===== config.mk =====
export PLATFORM = sky130hd
export DESIGN_NAME = wake_event_logic
export DESIGN_NICKNAME = d
export VERILOG_FILES = /design/src/logic/wake_pkg.sv /design/src/logic/wake_event_logic.sv /design/src/logic/sync_bank.sv
export SDC_FILE = /design/constraint.sdc
export NUM_CORES = 1
export LEC_CHECK = 0
export BUFFER_PORTS_ARGS = -buffer_cell sky130_fd_sc_hd__buf_2
export CORE_UTILIZATION = 47
export CTS_CLUSTER_SIZE = 24
export DETAILED_ROUTE_END_ITERATION = 7
export PLACE_DENSITY = 0.8
export SLEW_MARGIN = 25
export SYNTH_ARGS = -nofsm -noshare
export SYNTH_HDL_FRONTEND = slang
export SYNTH_SLANG_ARGS = --single-unit

===== constraint.sdc =====
create_clock -name clk -period 1.55 [get_ports clk]
set_input_delay 0.155 -clock clk [delete_from_list [all_inputs] [get_ports clk]]
set_output_delay 0.155 -clock clk [all_outputs]
set_load 0.01 [all_outputs]

===== src/logic/wake_pkg.sv =====
package wake_pkg;

   typedef enum logic [2:0]
   {
      ST_WORK    = 3'b000,
      ST_S1      = 3'b001,
      ST_S3      = 3'b011,
      ST_S5      = 3'b010,
      ST_APM_SLP = 3'b110,
      ST_APM_OFF = 3'b111
   } pwr_state_e;

   localparam int NUM_SRC     = 9;
   localparam int SRC_PME     = 0;
   localparam int SRC_USB     = 1;
   localparam int SRC_KBD     = 2;
   localparam int SRC_MOUSE   = 3;
   localparam int SRC_LANCON  = 4;
   localparam int SRC_RING_A  = 5;
   localparam int SRC_RING_B  = 6;
   localparam int SRC_RINGCON = 7;
   localparam int SRC_MODIRQ  = 8;

   localparam logic [1:0] LED_OFF   = 2'h0;
   localparam logic [1:0] LED_GREEN = 2'h1;
   localparam logic [1:0] LED_AMBER = 2'h2;

   localparam logic [1:0] CALLS_TO_GRANT = 2'h2;

endpackage : wake_pkg


===== src/logic/wake_event_logic.sv =====
`timescale 1ns/1ps
// Notes on behaviour
// [RQ1] Bus power event wakes from S1 or S3; from S5 only with jumper fitted.
// [RQ2] Serial bus activity wakes only from S1 or S3.
// [RQ3] Keyboard activity wakes from S1 or S3.
// [RQ4] Mouse activity wakes only from S1; ignored in deeper states.
// [RQ5] Network adapter raises its wake line on seeing the wake frame.
// [RQ6] Network connector wake accepted only in APM off or S5.
// [RQ7] Newer network adapters wake through the bus power event line.
// [RQ8] Any permitted wake returns the system to working state.
// [RQ9] In S3 supply and fans stay off; indicator amber or dark.
// [RQ10] Standby indicator lit while standby power feeds memory and slots.
// [RQ11] Ring wake powers up the system from APM soft-off.
// [RQ12] Ring wake: first call restores, second call grants access.
// [RQ13] Only first serial port ring indicator wakes; second port ignored.
// [RQ14] Internal modem ring accepted through dedicated ring connector.
// [RQ15] Ring resume wakes from APM sleep or S1 on a call.
// [RQ16] Ring resume grants access on the first call.
// [RQ17] Ring resume treats modems alike; ignores ring connector.
// [RQ18] Software keeps modem interrupt unmasked for ring resume.
// [RQ19] Enabled sources merge into one request; barred sources ignored.
module wake_event_logic
(
   input  wire logic                clk,
   input  wire logic                reset,
   input  wire logic                sleep_req,
   input  wire wake_pkg::pwr_state_e sleep_target,
   input  wire logic                pme_n,
   input  wire logic                usb_activity,
   input  wire logic                kbd_activity,
   input  wire logic                mouse_activity,
   input  wire logic                lan_wake,
   input  wire logic                ring_port_a,
   input  wire logic                ring_port_b,
   input  wire logic                ring_connector,
   input  wire logic                modem_irq,
   input  wire logic                s5_jumper,
   input  wire logic                led_dual_colour,
   input  wire logic                standby_present,
   input  wire logic                access_ack,
   output wake_pkg::pwr_state_e     state,
   output logic                     main_power_on,
   output logic                     fans_on,
   output logic [1:0]               front_led,
   output logic                     standby_led,
   output logic                     wake_pulse,
   output logic                     access_grant
);
   import wake_pkg::*;

   logic [NUM_SRC-1:0] raw_in;
   logic [NUM_SRC-1:0] sync_in;
   logic [NUM_SRC-1:0] prev_reg;
   logic [NUM_SRC-1:0] prev_next;
   logic [NUM_SRC-1:0] rise;
   logic               jumper_s;
   logic               dual_s;
   logic               standby_s;
   logic [2:0]         cfg_meta_reg;
   logic [2:0]         cfg_meta_next;
   logic [2:0]         cfg_sync_reg;
   logic [2:0]         cfg_sync_next;

   pwr_state_e         state_reg;
   pwr_state_e         state_next;
   logic               power_reg;
   logic               power_next;
   logic [1:0]         led_reg;
   logic [1:0]         led_next;
   logic               sbled_reg;
   logic               sbled_next;
   logic               wake_reg;
   logic               wake_next;
   logic               grant_reg;
   logic               grant_next;
   logic [1:0]         calls_reg;
   logic [1:0]         calls_next;
   logic               wake_req;
   logic               ring_any;

   assign raw_in = {modem_irq, ring_connector, ring_port_b, ring_port_a,
                    lan_wake, mouse_activity, kbd_activity, usb_activity,
                    ~pme_n};

   sync_bank #(.WIDTH(NUM_SRC)) u_sync
   (
      .clk      (clk),
      .reset    (reset),
      .async_in (raw_in),
      .sync_out (sync_in)
   );

   // Straps and standby sense are slow levels but still cross domains.
   always_comb
   begin
      cfg_meta_next = {s5_jumper, led_dual_colour, standby_present};
      cfg_sync_next = cfg_meta_reg;
      prev_next     = sync_in;
      if (reset)
      begin
         cfg_meta_next = '0;
         cfg_sync_next = '0;
         prev_next     = '0;
      end
   end

   always_ff @(posedge clk)
   begin
      cfg_meta_reg <= cfg_meta_next;
      cfg_sync_reg <= cfg_sync_next;
      prev_reg     <= prev_next;
   end

   assign jumper_s  = cfg_sync_reg[2];
   assign dual_s    = cfg_sync_reg[1];
   assign standby_s = cfg_sync_reg[0];
   // Edges only, so a line held active before sleep cannot wake at once.
   assign rise      = sync_in & ~prev_reg;

   function automatic logic is_s1s3(input pwr_state_e s);
      is_s1s3 = (s == ST_S1) || (s == ST_S3);
   endfunction : is_s1s3

   function automatic logic sleep_led(input logic dual);
      sleep_led = dual;
   endfunction : sleep_led

   // Ring wake sources: port A and ring connector; port B never counts.
   assign ring_any = rise[SRC_RING_A] | rise[SRC_RINGCON]; // RQ13 RQ14

   always_comb
   begin
      wake_req = 1'b0;
      case (state_reg)
         ST_S1:
         begin
            wake_req = rise[SRC_PME] | rise[SRC_USB] | rise[SRC_KBD]
                     | rise[SRC_MOUSE] | rise[SRC_RING_A]
                     | rise[SRC_MODIRQ]; // RQ1 RQ2 RQ3 RQ4 RQ15 RQ17 RQ19
         end
         ST_S3:
         begin
            wake_req = rise[SRC_PME] | rise[SRC_USB]
                     | rise[SRC_KBD]; // RQ1 RQ2 RQ3 RQ4 RQ19
         end
         ST_S5:
         begin
            wake_req = (rise[SRC_PME] & jumper_s)
                     | rise[SRC_LANCON]; // RQ1 RQ6 RQ7
         end
         ST_APM_OFF:
         begin
            wake_req = rise[SRC_LANCON] | ring_any; // RQ6 RQ11
         end
         ST_APM_SLP:
         begin
            wake_req = rise[SRC_RING_A] | rise[SRC_MODIRQ]; // RQ15 RQ17
         end
         default:
         begin
            wake_req = 1'b0;
         end
      endcase
   end

   always_comb
   begin
      state_next = state_reg;
      wake_next  = 1'b0;
      calls_next = calls_reg;
      grant_next = grant_reg;
      if (state_reg == ST_WORK)
      begin
         if (access_ack)
         begin
            grant_next = 1'b0;
         end
         // Second call after a ring wake grants access.
         if ((calls_reg != 2'h0) && ring_any)
         begin
            calls_next = 2'h0;
            grant_next = 1'b1; // RQ12
         end
         if (sleep_req && (sleep_target != ST_WORK))
         begin
            state_next = sleep_target;
            calls_next = 2'h0;
            grant_next = 1'b0;
         end
      end
      else if (wake_req)
      begin
         state_next = ST_WORK; // RQ8
         wake_next  = 1'b1;
         if ((state_reg == ST_APM_OFF) && ring_any)
         begin
            calls_next = CALLS_TO_GRANT - 2'h1; // RQ12
         end
         else if (rise[SRC_RING_A] || rise[SRC_MODIRQ])
         begin
            grant_next = 1'b1; // RQ16
         end
      end
      power_next = (state_next == ST_WORK) || (state_next == ST_S1);
      if (state_next == ST_WORK)
      begin
         led_next = LED_GREEN;
      end
      else if (state_next == ST_S3)
      begin
         led_next = sleep_led(dual_s) ? LED_AMBER : LED_OFF; // RQ9
      end
      else if (state_next == ST_S1 || state_next == ST_APM_SLP)
      begin
         led_next = dual_s ? LED_AMBER : LED_GREEN;
      end
      else
      begin
         led_next = LED_OFF;
      end
      sbled_next = standby_s; // RQ10
      if (reset)
      begin
         state_next = ST_WORK;
         wake_next  = 1'b0;
         calls_next = 2'h0;
         grant_next = 1'b0;
         power_next = 1'b1;
         led_next   = LED_GREEN;
         sbled_next = 1'b0;
      end
   end

   always_ff @(posedge clk)
   begin
      state_reg <= state_next;
      wake_reg  <= wake_next;
      calls_reg <= calls_next;
      grant_reg <= grant_next;
      power_reg <= power_next;
      led_reg   <= led_next;
      sbled_reg <= sbled_next;
   end

   assign state         = state_reg;
   assign main_power_on = power_reg;
   assign fans_on       = power_reg;
   assign front_led     = led_reg;
   assign standby_led   = sbled_reg;
   assign wake_pulse    = wake_reg;
   assign access_grant  = grant_reg;
endmodule : wake_event_logic


===== src/logic/sync_bank.sv =====
`timescale 1ns/1ps
module sync_bank
#(
   parameter int WIDTH = 9
)
(
   input  wire logic             clk,
   input  wire logic             reset,
   input  wire logic [WIDTH-1:0] async_in,
   output logic      [WIDTH-1:0] sync_out
);

   logic [WIDTH-1:0] meta_reg;
   logic [WIDTH-1:0] meta_next;
   logic [WIDTH-1:0] sync_reg;
   logic [WIDTH-1:0] sync_next;

   always_comb
   begin
      meta_next = async_in;
      sync_next = meta_reg;
      if (reset)
      begin
         meta_next = '0;
         sync_next = '0;
      end
   end

   always_ff @(posedge clk)
   begin
      meta_reg <= meta_next;
      sync_reg <= sync_next;
   end

   assign sync_out = sync_reg;

endmodule : sync_bank


==> flow_summary.json <==
{
  "status": "finished, violations left",
  "violations": "DRC, setup timing",
  "die_x_um": 57.3,
  "critPathArrivalTime_ps": 2000,
  "final_cells": 213,
  "htreeDepth": 2,
  "critPathRequiredTime_ps": 1830,
  "fin_nets": 200,
  "synth-seq-cells": 40,
  "final.period_utilization": 1.11,
  "slew_headroom": 0.741,
  "fmax_mhz": 583,
  "n_fill_cell": 246,
  "power_w": 0.00217,
  "place_ws_ps": -124,
  "coreArea_um2": 2830,
  "reg2reg_to": "front_led[0]",
  "r2r_cells": 7,
  "diodes": 0,
  "cts_made_buffers": 5,
  "dpl.hpwl_um": 1870,
  "final_core_utilization": 0.648,
  "final_hold_viol_count": 0,
  "dr.first_iter.drc_count": 41,
  "ys_seq_area_frac": 0.557,
  "grt_pass1_wl_um": 4450,
  "ioPinCount": 29,
  "fin_crit_ps": 1720,
  "cp-startpoint": "prev_reg[0]",
  "vdd_drop_max_v": 0.000712,
  "finalWorstSetupSlack_ps": -166,
  "fin_hold_ws_ps": 18.3,
  "clock_sinks": 40,
  "num_rows": 19,
  "cts-root-buf": "clkbuf_4",
  "port_buffers": 27,
  "yosys_warnings": 0,
  "clock_latency_ps": 340,
  "maxCapViolations": 0,
  "antenna_found_initial": 0,
  "rsz0062_at_grt": "yes",
  "vias": 1108,
  "synth_cells": 141,
  "grt-ovfl-total": 0,
  "clk_pin_slew_ps": 110,
  "power_density_nw_per_um2": 1190,
  "drive_gt1_frac": 0.385,
  "skew_ps": 5.80,
  "hold_class": "primary input to register",
  "initial_core_util": 0.508,
  "dieArea_um2": 3280,
  "post-place-cells": 203,
  "leakage_nw": 0.770,
  "yosys.cell_types.count": 39,
  "finalSetupViolations": 5,
  "tightest_slew_ps": 389,
  "drtAntennaViolNets": 0,
  "rrSetupSlack_ps": -170,
  "grt_pass1_vias": 1107,
  "routed_wl_um": 2700,
  "wl_per_cell_um": 12.7,
  "cts_tree": "yes",
  "grt_max_degree": 17,
  "viasPerCell": 5.20,
  "gp_routability_congestion": 0.768,
  "avgSynthCellArea_um2": 10.2,
  "end_kind": "register",
  "crit_path_end": "front_led[0]",
  "syn_area_um2": 1440,
  "dr.pass1.iters": 8,
  "crit_fanout": 4,
  "worstSetupPathType": "register to register",
  "areaGrowthSynthToFinish_pct": 27.7,
  "drc": 4,
  "synth.net_count": 160,
  "grt_use_total": 0.178,
  "clock_path_buffers": 2,
  "slew_viol_final": 0,
  "r2r-start": "prev_reg[0]",
  "cp-start-kind": "register",
  "fp.dieH_um": 57.3,
  "hp-start": "ring_port_a"
}
-- power breakdown --
part	internal [W]	switching, W
Sequential	0.00108	0.0000350
Combinational	0.000163	0.000152
Clock	0.000428	0.000316
-- layout by cell type (no fill, tap or decap), types with 2 or more instances in the layout --
| cell type | instances |
|---|---|
| dfxtp_1 | 37 |
| nor2b_1 | 30 |
| buf_2 | 27 |
| buf_4 | 12 |
| nor2_1 | 7 |
| clkbuf_4 | 5 |
| inv_1 | 4 |
| nand2b_1 | 3 |
| a31oi_1 | 3 |
| nor2b_2 | 3 |
| nand2_1 | 3 |
| dfxtp_2 | 3 |
| inv_2 | 2 |
| o31a_1 | 2 |
| mux2i_1 | 2 |
| nand4_1 | 2 |
| nand3_1 | 2 |
| a32oi_1 | 2 |
| a21oi_2 | 2 |
| a21o_1 | 2 |
| clkbuf_8 | 2 |
-- Yosys cell counts (all sizes together) --
master,n,share of area
or3,2,0.0087
nand3,2,0.0070
nor2,8,0.021
inv,5,0.013
nand3b,1,0.0052
nand4,2,0.0087
o2bb2ai,1,0.0061
mux2i,2,0.014
o21ai,2,0.0070
nand2b,3,0.013
a21o,2,0.010
and2,1,0.0044
clkbuf,4,0.011
nor4bb,1,0.0070
or2b,1,0.0061
a31oi,3,0.013
o311a,1,0.0070
a2111oi,1,0.0061
clkinvlp,1,0.0035
a32o,1,0.0070
a32oi,3,0.024
a222oi,1,0.0070
o21bai,1,0.0078
dfxtp,40,0.56
a21oi,4,0.014
a311oi,1,0.0061
nor3,2,0.0070
nor2b,33,0.14
o31a,2,0.012
buf,4,0.020
a211oi,1,0.0052
clkinv,1,0.0026
nand2,3,0.0078
a221oi,1,0.0061
-- routing by layer --
metal	track usage	part of all wire
met1	0.181	0.43
met2	0.334	0.51
met3	0.0454	0.041
met4	0.0871	0.017
met5	0	0
-- layout make-up --
type | count | area, µm² | share of cell area
timing repair buffer | 41 | 246 | 0.134
inverter | 7 | 27.5 | 0.0150
tap | 31 | 38.8 | 0.0211
clock buffer | 7 | 65.1 | 0.0355
multi-input combinational | 86 | 622 | 0.339
clock inverter | 1 | 30.0 | 0.0164
sequential | 40 | 805 | 0.439
-- worst max-delay path: stages (launching register included) --
cell	delay, ps
dfxtp_2	340
inv_2	30
a222oi_1	340
buf_4	190
o31a_1	140
a32oi_2	80
or3_4	410
a21oi_2	120
-- what timing repair did --
action,4_1_cts,5_1_grt
hold endpoints to repair,1,0
hold buffers,1,0
buffers inserted,0,1
pin swaps,2,7
endpoints found under the setup margin,5,6
resized for setup,10,11
-- cells by family (layout without fill, tap and decap cells) --
group / Yosys count / count (layout) / synth area share
AND/OR/NAND/NOR: 59 / 59 / 0.240
buffers and inverters: 15 / 56 / 0.0505
multiplexers: 2 / 2 / 0.0139
flip-flops: 40 / 40 / 0.557
AO/OA/AOI/OAI: 25 / 25 / 0.139
-- through the flow --
step | TNS (ps) | cell area [µm²]
2_1_floorplan | -57.0 | 1440
5_1_grt | -1110 | 1830
4_1_cts | -323 | 1790
3_5_place_dp | -400 | 1660
6_report | -426 | 1830
3_3_place_gp | -70.5 | 1660
-- worst min path at each step --
stage	endpoint	slack, ps	cells past startpoint
finish	u_sync.meta_reg[5]	20	2
detailed placement	u_sync.meta_reg[0]	310	2
global placement	u_sync.meta_reg[0]	310	2
CTS	cfg_meta_reg[1]	6	2
global route	u_sync.meta_reg[8]	10	2
floorplan	u_sync.meta_reg[0]	220	1
(Power assumes the default switching activity.)
